## src/rtl/arx_pkg.sv

```systemverilog
// Purpose: Shared constants and types of the serial word receiver
// Assumes: 100 MHz system clock, host strobes synchronous to it
// Notes: Control and status bit positions are those of the 8-bit host port

package arx_pkg;
    // ========================================================
    // Control word
    localparam logic [7:0] ARX_CTRL_RESET = 8'h25;
    localparam int ARX_CR_LBL_READ = 1;
    localparam int ARX_CR_RX_EN = 2;
    localparam int ARX_CR_BLOCK = 3;
    localparam int ARX_CR_SELF_TEST = 4;
    localparam int ARX_CR_PARITY = 5;
    localparam int ARX_CR_LBL_MATCH = 7;
    // ========================================================
    // Status word
    localparam int ARX_SR_READY = 1;
    localparam int ARX_SR_PARITY = 3;
    localparam int ARX_SR_OVW = 4;
    localparam int ARX_SR_FRAME = 5;
    localparam int ARX_SR_FIRST = 6;
    // ========================================================
    // Word geometry and counts
    localparam logic [5:0] ARX_LAST_BIT = 6'h1f;
    localparam logic [2:0] ARX_BYTE_END = 3'h7;
    localparam logic [1:0] ARX_LAST_BYTE = 2'h3;
    localparam logic [3:0] ARX_GAP_SAMPLES = 4'hc;
    localparam logic [3:0] ARX_LABEL_COUNT = 4'h8;
    localparam int ARX_NUM_LABELS = 8;
    // ========================================================
    // Receiver states
    typedef enum logic [1:0] {
        ARX_WAIT_GAP = 2'b00,
        ARX_IDLE = 2'b01,
        ARX_RECV = 2'b10,
        ARX_TAIL = 2'b11
    } arx_rx_state_t;
endpackage

```

## src/rtl/arx_label_store.sv

```systemverilog
// Purpose: Eight stored labels with readback and match against an incoming label
// Assumes: Writes come one at a time from the host port
// Notes: Match is combinational on the compare input
`timescale 1ns/1ps

module arx_label_store (
    // Clock and reset
    input wire logic clk_sys_in,
    input wire logic rst_n_in,
    // Load and readback
    input wire logic wr_en_in,
    input wire logic [2:0] wr_idx_in,
    input wire logic [7:0] wr_data_in,
    input wire logic [2:0] rd_idx_in,
    output logic [7:0] rd_data_out,
    // Compare
    input wire logic [7:0] cmp_data_in,
    output logic match_out
);
    import arx_pkg::*;

    typedef struct packed {
        logic [ARX_NUM_LABELS-1:0][7:0] lab;
    } arx_lbl_t;

    arx_lbl_t r_reg, r_next;
    logic [ARX_NUM_LABELS-1:0] hit;

    always_comb begin
        r_next = r_reg;
        if (wr_en_in) begin
            r_next.lab[wr_idx_in] = wr_data_in;
        end
    end

    always_ff @(posedge clk_sys_in or negedge rst_n_in) begin
        if (!rst_n_in) begin
            r_reg <= '0;
        end else begin
            r_reg <= r_next;
        end
    end

    genvar i;
    generate
        for (i = 0; i < ARX_NUM_LABELS; i++) begin : g_cmp
            assign hit[i] = (r_reg.lab[i] == cmp_data_in);
        end
    endgenerate

    assign match_out = |hit;
    assign rd_data_out = r_reg.lab[rd_idx_in];
endmodule

```

## src/rtl/arx_line_decoder.sv

```systemverilog
// Purpose: Samples the zero and one lines on each bit-clock rising edge
// Assumes: Bit clock is four times the bit rate and sampled as a level
// Notes: A bit counts only after a null has been seen, so a reset mid-bit is safe
`timescale 1ns/1ps

module arx_line_decoder (
    // Clock and reset
    input wire logic clk_sys_in,
    input wire logic rst_n_in,
    // Line side
    input wire logic sample_clk_in,
    input wire logic zero_line_in,
    input wire logic one_line_in,
    input wire logic enable_in,
    // Decoded events
    output logic bit_valid_out,
    output logic bit_value_out,
    output logic both_high_out,
    output logic gap_out
);
    import arx_pkg::*;

    typedef struct packed {
        logic clk_prev;
        logic was_null;
        logic [3:0] null_cnt;
        logic bit_valid;
        logic bit_value;
        logic both_high;
    } arx_dec_t;

    arx_dec_t r_reg, r_next;

    always_comb begin
        r_next = r_reg;
        r_next.bit_valid = 1'b0;
        r_next.both_high = 1'b0;
        r_next.clk_prev = sample_clk_in;
        if (!enable_in) begin
            r_next.null_cnt = 4'h0;
            r_next.was_null = 1'b0;
        end else if (sample_clk_in && !r_reg.clk_prev) begin
            if (zero_line_in && one_line_in) begin
                r_next.both_high = 1'b1;
                r_next.was_null = 1'b0;
                r_next.null_cnt = 4'h0;
            end else if (zero_line_in || one_line_in) begin
                r_next.null_cnt = 4'h0;
                r_next.was_null = 1'b0;
                if (r_reg.was_null) begin
                    r_next.bit_valid = 1'b1;
                    r_next.bit_value = one_line_in;
                end
            end else begin
                r_next.was_null = 1'b1;
                if (r_reg.null_cnt != ARX_GAP_SAMPLES) begin
                    r_next.null_cnt = r_reg.null_cnt + 4'h1;
                end
            end
        end
    end

    always_ff @(posedge clk_sys_in or negedge rst_n_in) begin
        if (!rst_n_in) begin
            r_reg <= '0;
        end else begin
            r_reg <= r_next;
        end
    end

    assign bit_valid_out = r_reg.bit_valid;
    assign bit_value_out = r_reg.bit_value;
    assign both_high_out = r_reg.both_high;
    assign gap_out = (r_reg.null_cnt == ARX_GAP_SAMPLES);
endmodule

```

## src/rtl/arx_top.sv

```systemverilog
// Purpose: Receive side of a two-line serial word receiver with 8-bit host port
// Assumes: Host strobes, pins and bit clocks are levels synchronous to clk_sys_in
// Notes: Host access acts on the falling edge of the write or read strobe
`timescale 1ns/1ps

//Contract
// - Feature pin low forbids 32-bit and label modes
// - Readback bit rise returns eight stored labels
// - Ready-block hides one word, then self-clears
// - Parity bit and pin select mode jointly
// - Label-match bit enables recognition when pin high
// - Hard init loads control 0x25, clears state
// - First word accepted only after word gap
// - 8-bit mode: ready per good byte
// - 32-bit mode: ready after good whole word
// - Unmatched label keeps ready low
// - First-byte flag marks first byte or word
// - First-byte flag ignores ready-block bit
// - Zero line, one line, both low null
// - Status shows data ready
// - Even parity sets parity error
// - Unread data overwritten sets overwrite bit
// - Not exactly 32 good bits: framing error
// - Status first-byte bit equals pin
// - Self test loops transmitter into receiver
// - Both high, short word, long word: error
// - Error pin; cleared by init or status read
module arx_top (
    // Clock and reset
    input wire logic clk_sys_in,
    input wire logic reset_n_in,
    // Hardware control pins
    input wire logic hard_init_pin_in,
    input wire logic feature_select_pin_in,
    // Receive line
    input wire logic rx_bit_clock_in,
    input wire logic rx_zero_line_in,
    input wire logic rx_one_line_in,
    // Transmitter loopback for self test
    input wire logic tx_bit_clock_in,
    input wire logic tx_zero_line_in,
    input wire logic tx_one_line_in,
    // Host port
    input wire logic cs_n_in,
    input wire logic we_n_in,
    input wire logic re_n_in,
    input wire logic ctrl_sel_in,
    input wire logic [7:0] data_in,
    output logic [7:0] data_out,
    output logic data_oe_out,
    // Flags
    output logic rx_word_ready_out,
    output logic first_byte_flag_out,
    output logic error_pin_out
);
    import arx_pkg::*;

    typedef struct packed {
        arx_rx_state_t state;
        logic [7:0] ctrl;
        logic [5:0] bit_cnt;
        logic [7:0] byte_sr;
        logic [31:0] word_sr;
        logic par_acc;
        logic ignore;
        logic [7:0] byte_buf;
        logic [31:0] word_buf;
        logic [1:0] rd_idx;
        logic ready;
        logic first_byte;
        logic par_err;
        logic ovw_err;
        logic frm_err;
        logic [3:0] lbl_rd_cnt;
        logic [3:0] lbl_ld_cnt;
        logic [7:0] dout;
        logic we_prev;
        logic re_prev;
    } arx_core_t;

    localparam arx_core_t ARX_CORE_RESET = '{state: ARX_WAIT_GAP, ctrl: ARX_CTRL_RESET,
        we_prev: 1'b1, re_prev: 1'b1, default: '0};

    // ========================================================
    // Reset release
    logic [1:0] rst_sync_reg;
    logic rst_n;

    always_ff @(posedge clk_sys_in or negedge reset_n_in) begin
        if (!reset_n_in) begin
            rst_sync_reg <= 2'h0;
        end else begin
            rst_sync_reg <= {rst_sync_reg[0], 1'b1};
        end
    end

    assign rst_n = rst_sync_reg[1];

    arx_core_t r_reg, r_next;

    // ========================================================
    // Mode decode
    logic mode32, parity_on, lbl_active, rx_en, self_test;
    assign mode32 = feature_select_pin_in && !r_reg.ctrl[ARX_CR_PARITY];
    assign parity_on = feature_select_pin_in || r_reg.ctrl[ARX_CR_PARITY];
    assign lbl_active = feature_select_pin_in && r_reg.ctrl[ARX_CR_LBL_MATCH];
    assign rx_en = r_reg.ctrl[ARX_CR_RX_EN];
    assign self_test = r_reg.ctrl[ARX_CR_SELF_TEST];

    // ========================================================
    // Line front end
    logic smp_clk, smp_zero, smp_one, dec_en;
    logic bit_valid, bit_value, both_high, gap;
    assign smp_clk = self_test ? tx_bit_clock_in : rx_bit_clock_in;
    assign smp_zero = self_test ? tx_zero_line_in : rx_zero_line_in;
    assign smp_one = self_test ? tx_one_line_in : rx_one_line_in;
    assign dec_en = rx_en && !hard_init_pin_in;

    arx_line_decoder u_dec (
        .clk_sys_in(clk_sys_in),
        .rst_n_in(rst_n),
        .sample_clk_in(smp_clk),
        .zero_line_in(smp_zero),
        .one_line_in(smp_one),
        .enable_in(dec_en),
        .bit_valid_out(bit_valid),
        .bit_value_out(bit_value),
        .both_high_out(both_high),
        .gap_out(gap)
    );

    // ========================================================
    // Host strobes and label store
    logic wr_stb, rd_stb, ctrl_wr, data_wr, stat_rd, data_rd;
    logic lbl_wr, lbl_hit;
    logic [2:0] lbl_wr_idx, lbl_rd_idx;
    logic [7:0] lbl_rd_data, byte_nx, status_word;

    assign wr_stb = !cs_n_in && !we_n_in && r_reg.we_prev;
    assign rd_stb = !cs_n_in && !re_n_in && r_reg.re_prev;
    assign ctrl_wr = wr_stb && ctrl_sel_in;
    assign data_wr = wr_stb && !ctrl_sel_in;
    assign stat_rd = rd_stb && ctrl_sel_in;
    assign data_rd = rd_stb && !ctrl_sel_in;
    assign lbl_wr = data_wr && (r_reg.lbl_ld_cnt != 4'h0);
    assign lbl_wr_idx = 3'(ARX_LABEL_COUNT - r_reg.lbl_ld_cnt);
    assign lbl_rd_idx = 3'(ARX_LABEL_COUNT - r_reg.lbl_rd_cnt);
    assign byte_nx = {bit_value, r_reg.byte_sr[7:1]};

    arx_label_store u_lbl (
        .clk_sys_in(clk_sys_in),
        .rst_n_in(rst_n),
        .wr_en_in(lbl_wr),
        .wr_idx_in(lbl_wr_idx),
        .wr_data_in(data_in),
        .rd_idx_in(lbl_rd_idx),
        .rd_data_out(lbl_rd_data),
        .cmp_data_in(byte_nx),
        .match_out(lbl_hit)
    );

    always_comb begin
        status_word = 8'h00;
        status_word[ARX_SR_READY] = r_reg.ready;
        status_word[ARX_SR_PARITY] = r_reg.par_err;
        status_word[ARX_SR_OVW] = r_reg.ovw_err;
        status_word[ARX_SR_FRAME] = r_reg.frm_err;
        status_word[ARX_SR_FIRST] = r_reg.first_byte;
    end

    // ========================================================
    // Core next state
    logic is_idle, par_nx, ign_nx, bad_par;
    logic [5:0] cnt;

    always_comb begin
        r_next = r_reg;
        is_idle = (r_reg.state == ARX_IDLE);
        cnt = is_idle ? 6'h00 : r_reg.bit_cnt;
        par_nx = (is_idle ? 1'b0 : r_reg.par_acc) ^ bit_value;
        ign_nx = is_idle ? 1'b0 : r_reg.ignore;
        bad_par = parity_on && !par_nx;
        r_next.we_prev = we_n_in || cs_n_in;
        r_next.re_prev = re_n_in || cs_n_in;
        // Host writes
        if (ctrl_wr) begin
            r_next.ctrl = data_in;
            if (feature_select_pin_in && data_in[ARX_CR_LBL_READ]
                && !r_reg.ctrl[ARX_CR_LBL_READ]) begin
                r_next.lbl_rd_cnt = ARX_LABEL_COUNT;
            end
            if (data_in[ARX_CR_LBL_MATCH] && !r_reg.ctrl[ARX_CR_LBL_MATCH]) begin
                r_next.lbl_ld_cnt = ARX_LABEL_COUNT;
            end
        end
        if (lbl_wr) begin
            r_next.lbl_ld_cnt = r_reg.lbl_ld_cnt - 4'h1;
        end
        // Host reads
        if (stat_rd) begin
            r_next.dout = status_word;
            r_next.par_err = 1'b0;
            r_next.ovw_err = 1'b0;
            r_next.frm_err = 1'b0;
        end else if (data_rd) begin
            if (r_reg.lbl_rd_cnt != 4'h0) begin
                r_next.dout = lbl_rd_data;
                r_next.lbl_rd_cnt = r_reg.lbl_rd_cnt - 4'h1;
            end else if (mode32) begin
                r_next.dout = r_reg.word_buf[8*r_reg.rd_idx +: 8];
                r_next.first_byte = 1'b0;
                if (r_reg.ready) begin
                    r_next.rd_idx = r_reg.rd_idx + 2'h1;
                    if (r_reg.rd_idx == ARX_LAST_BYTE) begin
                        r_next.ready = 1'b0;
                    end
                end
            end else begin
                r_next.dout = r_reg.byte_buf;
                r_next.ready = 1'b0;
                r_next.first_byte = 1'b0;
            end
        end
        // Reception; error sets come after the read clear so they win
        if (!rx_en) begin
            r_next.state = ARX_WAIT_GAP;
        end else begin
            case (r_reg.state)
                ARX_WAIT_GAP: begin
                    if (gap) begin
                        r_next.state = ARX_IDLE;
                    end
                end
                ARX_IDLE, ARX_RECV: begin
                    if (both_high) begin
                        r_next.frm_err = 1'b1;
                        r_next.state = ARX_WAIT_GAP;
                    end else if (r_reg.state == ARX_RECV && gap) begin
                        r_next.frm_err = 1'b1;
                        r_next.state = ARX_IDLE;
                    end else if (bit_valid) begin
                        r_next.state = ARX_RECV;
                        r_next.bit_cnt = cnt + 6'h01;
                        r_next.par_acc = par_nx;
                        r_next.byte_sr = byte_nx;
                        r_next.word_sr = {bit_value, r_reg.word_sr[31:1]};
                        if (cnt == 6'h07 && lbl_active && !lbl_hit) begin
                            ign_nx = 1'b1;
                        end
                        r_next.ignore = ign_nx;
                        if (cnt[2:0] == ARX_BYTE_END && !mode32 && !ign_nx
                            && !(cnt == ARX_LAST_BIT && bad_par)) begin
                            r_next.ovw_err = r_next.ovw_err || r_next.ready;
                            r_next.byte_buf = byte_nx;
                            r_next.ready = r_next.ready || !r_reg.ctrl[ARX_CR_BLOCK];
                            r_next.first_byte = (cnt[5:3] == 3'h0);
                        end
                        if (cnt == ARX_LAST_BIT) begin
                            r_next.state = ARX_TAIL;
                            r_next.par_err = r_next.par_err || bad_par;
                            if (!ctrl_wr) begin
                                r_next.ctrl[ARX_CR_BLOCK] = 1'b0;
                            end
                            if (mode32 && !ign_nx && !bad_par) begin
                                r_next.ovw_err = r_next.ovw_err || r_next.ready;
                                r_next.word_buf = {bit_value, r_reg.word_sr[31:1]};
                                r_next.rd_idx = 2'h0;
                                r_next.ready = !r_reg.ctrl[ARX_CR_BLOCK];
                                r_next.first_byte = 1'b1;
                            end
                        end
                    end
                end
                ARX_TAIL: begin
                    if (bit_valid || both_high) begin
                        r_next.frm_err = 1'b1;
                        r_next.state = ARX_WAIT_GAP;
                    end else if (gap) begin
                        r_next.state = ARX_IDLE;
                    end
                end
                default: begin
                    r_next.state = ARX_WAIT_GAP;
                end
            endcase
        end
        if (hard_init_pin_in) begin
            r_next = ARX_CORE_RESET;
        end
    end

    always_ff @(posedge clk_sys_in or negedge rst_n) begin
        if (!rst_n) begin
            r_reg <= ARX_CORE_RESET;
        end else begin
            r_reg <= r_next;
        end
    end

    // ========================================================
    // Outputs
    assign data_out = r_reg.dout;
    assign data_oe_out = !cs_n_in && !re_n_in;
    assign rx_word_ready_out = r_reg.ready;
    assign first_byte_flag_out = r_reg.first_byte;
    assign error_pin_out = r_reg.par_err || r_reg.ovw_err || r_reg.frm_err;
endmodule

```

## config.mk

```make
export PLATFORM = sky130hd
export DESIGN_NAME = arx_top
export DESIGN_NICKNAME = d
export VERILOG_FILES = /design/src/rtl/arx_pkg.sv /design/src/rtl/arx_label_store.sv /design/src/rtl/arx_line_decoder.sv /design/src/rtl/arx_top.sv
export SDC_FILE = /design/constraint.sdc
export NUM_CORES = 1
export LEC_CHECK = 0
export BUFFER_PORTS_ARGS = -buffer_cell sky130_fd_sc_hd__buf_2
export CAP_MARGIN = 15
export CORE_UTILIZATION = 60
export DETAILED_ROUTE_END_ITERATION = 10
export GPL_TIMING_DRIVEN = 0
export PLACE_DENSITY = 0.79
export REMOVE_ABC_BUFFERS = 1
export SETUP_SLACK_MARGIN = 0.5
export SYNTH_ARGS = -nofsm -noshare
export SYNTH_HDL_FRONTEND = slang
export SYNTH_HIERARCHICAL = 1
export SYNTH_SLANG_ARGS = --single-unit
```

## constraint.sdc

```tcl
create_clock -name clk_sys_in -period 7.2 [get_ports clk_sys_in]
set_input_delay 1.08 -clock clk_sys_in [delete_from_list [all_inputs] [get_ports clk_sys_in]]
set_output_delay 1.08 -clock clk_sys_in [all_outputs]
set_load 0.005 [all_outputs]
```

## Yosys cells after proc, flatten, opt, wreduce, memory -nomap -nowiden

Cells that the tools add are included.

| word-level totals | value |
|---|---|
| bits of input ports | 22 |
| logic and storage cells | 236 |
| bits in registers | 198 |
| output and inout port bits | 12 |

| operators by class | value |
|---|---|
| $lt $le $gt $ge | 3 |
| multiplexer cells | 88 |
| reduce and logical (&&, ||, !) cells | 77 |
| equality and inequality tests | 22 |
| bitwise logic cells | 2 |
| shift-type cells | 1 |
| add/sub/neg operators | 7 |

Operators by type and width:

| cell | number |
|---|---|
| 94-bit 2-to-1 mux | 4 |
| 123-bit 2-to-1 mux | 1 |
| 95-bit 2-to-1 mux | 1 |
| 8-bit 2-to-1 mux | 10 |
| 64-bit bitwise mux | 1 |
| 8-bit equality test | 8 |
| 4-bit 2-to-1 mux | 10 |
| 38-bit 2-to-1 mux | 1 |
| 36-bit 2-to-1 mux | 1 |
| 2-bit 2-to-1 mux | 17 |
| 32-bit by 6-bit indexed part select with 8-bit output | 1 |
| 1-bit 2-to-1 mux | 31 |
| 1-bit logical AND | 28 |
| 8-bit binary-select mux with 3-bit select | 1 |
| 8-bit demux with 3-bit select | 1 |
| 1-bit zero test | 16 |
| 5-bit 2-to-1 mux | 3 |
| 2-bit nonzero test | 7 |
| 1-bit logical OR | 11 |
| 5-bit AND reduction | 2 |
| 3-bit 2-to-1 mux | 3 |
| 3-bit nonzero test | 3 |
| 3-bit by 4-bit less-than comparator with 1-bit output (second input constant) | 2 |
| 4-bit inequality test (second input constant) | 2 |
| 27 further kinds | 35 |

## Depth between registers and ports, before layout

| depth | value |
|---|---|
| depth in word-level cells | 29 |
| depth in mapped cells | 12 |

## Hierarchy

The synthesis kept the hierarchy.

By module, submodules not included:

| module | sequential area each (um^2) | times used | cells an instance | area each (um^2) |
|---|---|---|---|---|
| arx_top | 2857.7 | 1 | 489 | 5510.3 |
| arx_label_store | 1601.5 | 1 | 268 | 3742.3 |
| arx_line_decoder | 225.2 | 1 | 48 | 469.2 |

## Worst setup path after synthesis

Ideal clock, no wire load.

| timing | value |
|---|---|
| path kind | input-to-reg |
| start point | input ctrl_sel_in |
| end point | register u_lbl/r_reg[0] (netlist bit) |
| path buffers | 2 |
| library setup time | 0.125 ns |
| arrival | 2.748 ns |
| setup slack | 4.327 ns |
| cell stages on the path | 7 |
| cells stage by stage | buf_2 nor4b_2 o21a_1 buf_2 nand2b_4 nor3_2 mux2_2 |

| between the ends | value |
|---|---|
| longest elaborated chain between the ends | 3 |

RTL lines:

| element | line | text |
|---|---|---|
| from (decl) | arx_top.sv:47 | `input wire logic ctrl_sel_in,` |
| 1-bit zero test | arx_top.sv:142 | `assign data_wr = wr_stb && !ctrl_sel_in;` |
| 1-bit logical AND | arx_top.sv:142 |  |
| 1-bit logical AND | arx_top.sv:145 | `assign lbl_wr = data_wr && (r_reg.lbl_ld_cnt != 4'h0);` |
| named net lbl_wr | arx_top.sv:135 | `logic lbl_wr, lbl_hit;` |
| to (signal assigned) | arx_label_store.sv:40 | `r_reg <= r_next;` |
| to (decl) | arx_label_store.sv:26 | `arx_lbl_t r_reg, r_next;` |

The timed path passes the listed nets, and every way through them passes these cells.
A chain may end at the register's enable or synchronous reset.

==> run_results.csv <==
group,metric,value,unit
sta,finalCritPeriodShare,0.467,
global_routing,grt_pass1_vias,6589,
floorplan,die_w,129,microns
synth,syn_area_per_cell,12.1,sq um
placement,place.gp.congestion,0.885,
floorplan,row_count,46,
sta,final_hold_viol_count,0,
pwr,ir_drop,163,uV
detailed_routing,vias,6775,
pwr,p_comb_frac,0.099,
sta,hold_ws,351,ps
clock_tree,post-cts-setup-buffers,0,
sta,grt_setup_unrepaired,"no",
clock_tree,ctsHoldBuffers,0,
detailed_routing,dr.first_iter.drc_count,665,
detailed_routing,dr.pass1.iters,5,
floorplan,initial_core_util,0.614,
clock_tree,clk_pin_slew,70,ps
synth,yosys-top-cells-area,"dfrtp_1 (47%), mux2_2 (8.7%), a22o_1 (5.4%)",
synth,synth_seq_cells,187,
clock_tree,cts_inserted_buffers,17,
clock_tree,h-tree-depth,4,
setup_path,cp_data_required_time,7550,ps
synth,synth_cell_types,79,
sta,tightest_slew,965,ps
sta,slew_headroom,0.356,
layout,final_layout_size_suffix_gt1_frac,0.226,
min_path,hold_class,"reg -> reg",
detailed_routing,wirelength,22200,microns
setup_path,startpoint_type,"flop",
layout,n_fill_cell,1109,
pwr,p_sw,0.000570,W
clock_tree,cts_resized,0,
sta,clock_skew,10.6,ps
global_routing,use_met2,0.464,
floorplan,dieArea,16700,sq um
setup_path,criticalPathCategory,"reg -> reg",
global_routing,grtUsageTotal,0.278,
pwr,p_seq_frac,0.496,
sta,drv_slew,0,
pwr,p_per_area,219,nW/um^2
synth,synthTopCellsByCount,"dfrtp_1 (183), nand2_1 (78), mux2_2 (75)",
placement,io_buffers,33,
layout,design_area,10500,sq um
sta,post-route-min-period,3370,ps
synth,syn_area,9720,sq um
pwr,power.share.clock,0.405,
global_routing,antenna_found_initial,1,
pwr,cellInternalPower,0.00172,W
status,outcome,"completed",
sta,fin_tns_setup,0,ps
global_routing,grt_use_met1,0.362,
layout,area_delta_synth_final,7.66,%
global_routing,grt_max_degree,74,
synth,async_flop_share,1.00,
global_routing,grt_busiest_layer,"met2",
synth,synth_most_common_cell,"dfrtp_1",
layout,largest_reg_flops,95,
synth,synth_ff_type,"dfrtp_1",
clock_tree,cts_tree,"built",
synth,netlist_instances,805,
global_routing,use_met3,0.0471,
setup_path,worstPathArrival,3720,ps
placement,post_dp_cell_area,9880,sq um
sta,setup_viol,0,
layout,num-nets-final,835,
sta,max_freq,297,MHz
detailed_routing,wl_per_cell,21.5,microns
flow_run,cap_violations,0,
floorplan,io_pins,34,
floorplan,core-area,15800,sq um
clock_tree,clock_sinks,187,
synth,synth_top_area_share,0.471,
clock_tree,cts_root_buf,"clkbuf_16",
clock_tree,cts_buffer_depth,2,
setup_path,cp_max_fo,14,
synth,yosys_warnings,6,
layout,antenna_cells,0,
detailed_routing,post_drt_via_cell_ratio,6.57,
clock_tree,clk_latency,440,ps
pwr,switching_share,0.249,
pwr,p_leak,4.94,nW
setup_path,crit_path_end_kind,"flop",
synth,yosysSeqAreaShare,0.482,
detailed_routing,postRouteAntennaNets,0,
detailed_routing,drc,0,
global_routing,grt_pass1_wl,34800,microns
synth,yosysTopAreaCell,"dfrtp_1",
floorplan,die_h,129,microns
placement,dp_hpwl,15000,microns
global_routing,grt_overflow_total,0,
synth,synth_edf_count,0,
## kinds of logic (layout without fill, tap and decap cells)
family | count (synthesis) | in the layout | share of synthesized area
compound gates | 156 | 156 | 0.119
xor+xnor | 71 | 71 | 0.0640
fa+ha+maj | 11 | 11 | 0.0142
buf+inv | 69 | 79 | 0.0418
flops | 187 | 187 | 0.482
mux | 108 | 108 | 0.158
other cells | 1 | 1 | 0.000386
simple gates | 202 | 202 | 0.121
## per-layer routing
metal / vias up / wire, microns
li1: 2969 / -
met1: 3536 / 9510
met2: 223 / 10900
met3: 45 / 1140
met4: 2 / 551
met5: - / 13
## placed cells by master, fill, tap and decap left out, types with 10 or more instances in the layout
master,Yosys,routed
a31oi_1,13,13
clkbuf_16,0,17
nand4_1,13,13
mux2_2,75,75
a21oi_1,27,27
o21ai_1,10,10
o21ai_0,12,12
nand2_1,78,78
ha_1,11,11
a22o_1,60,60
nor2_1,22,22
xor2_1,34,34
mux4_1,15,15
nand3_1,12,12
xnor2_1,37,37
dfrtp_1,183,182
inv_1,11,11
buf_2,26,33
## per-stage QoR
step	instances	util	worst slack [ps]	power [W]
6_report	1031	0.661	3830	0.00229
4_1_cts	1031	0.661	3870	0.00230
5_1_grt	1031	0.661	3630	0.00236
2_1_floorplan	747	-	1610	0.00130
3_5_place_dp	999	0.624	3860	0.00138
3_3_place_gp	996	0.619	-129	0.00137
## critical path, cell delays in order (launching register included)
cell and delay, ps:
dfrtp_1 880, xnor2_1 200, nand4_1 170, nor2_1 50, a21oi_1 160, nand4_1 220
nand4b_1 290, nor4b_1 330, o21bai_1 180, nand3b_1 530, mux2i_1 270
## power groups by stage
stage / combinational [W] / clock, W / sequential [W]
2_1_floorplan: 0.000149 / 0 / 0.00115
3_3_place_gp: 0.000199 / 0 / 0.00117
3_5_place_dp: 0.000224 / 0 / 0.00116
4_1_cts: 0.000226 / 0.000936 / 0.00114
5_1_grt: 0.000245 / 0.000976 / 0.00114
6_report: 0.000227 / 0.000929 / 0.00114
## path summary, 6_finish.rpt
kind	depth (start not counted)	start	slack (ps)	to
setup / recovery	10	u_dec/bit_value_out	3830	r_reg[58]
hold / removal	0	rst_sync_reg[0]	350	rst_sync_reg[1]
setup reg to reg	10	u_dec/bit_value_out	3830	r_reg[58]
hold reg to reg	0	rst_sync_reg[0]	350	rst_sync_reg[1]
max in group asynchronous	1	rst_sync_reg[1]	5990	r_reg[118]
min in group asynchronous	0	rst_sync_reg[1]	380	r_reg[83]
## final cells by class
class | instances | area (sq um) | share of cell area
repair buffers | 36 | 235 | 0.0225
clock inverters | 10 | 105 | 0.0100
well taps | 216 | 270 | 0.0258
flip-flops and latches | 187 | 4690 | 0.448
inverters | 11 | 41.3 | 0.00395
multi-input cells | 549 | 4640 | 0.444
clock buffers | 22 | 484 | 0.0463
No activity file was read; power rests on OpenSTA's default activity.
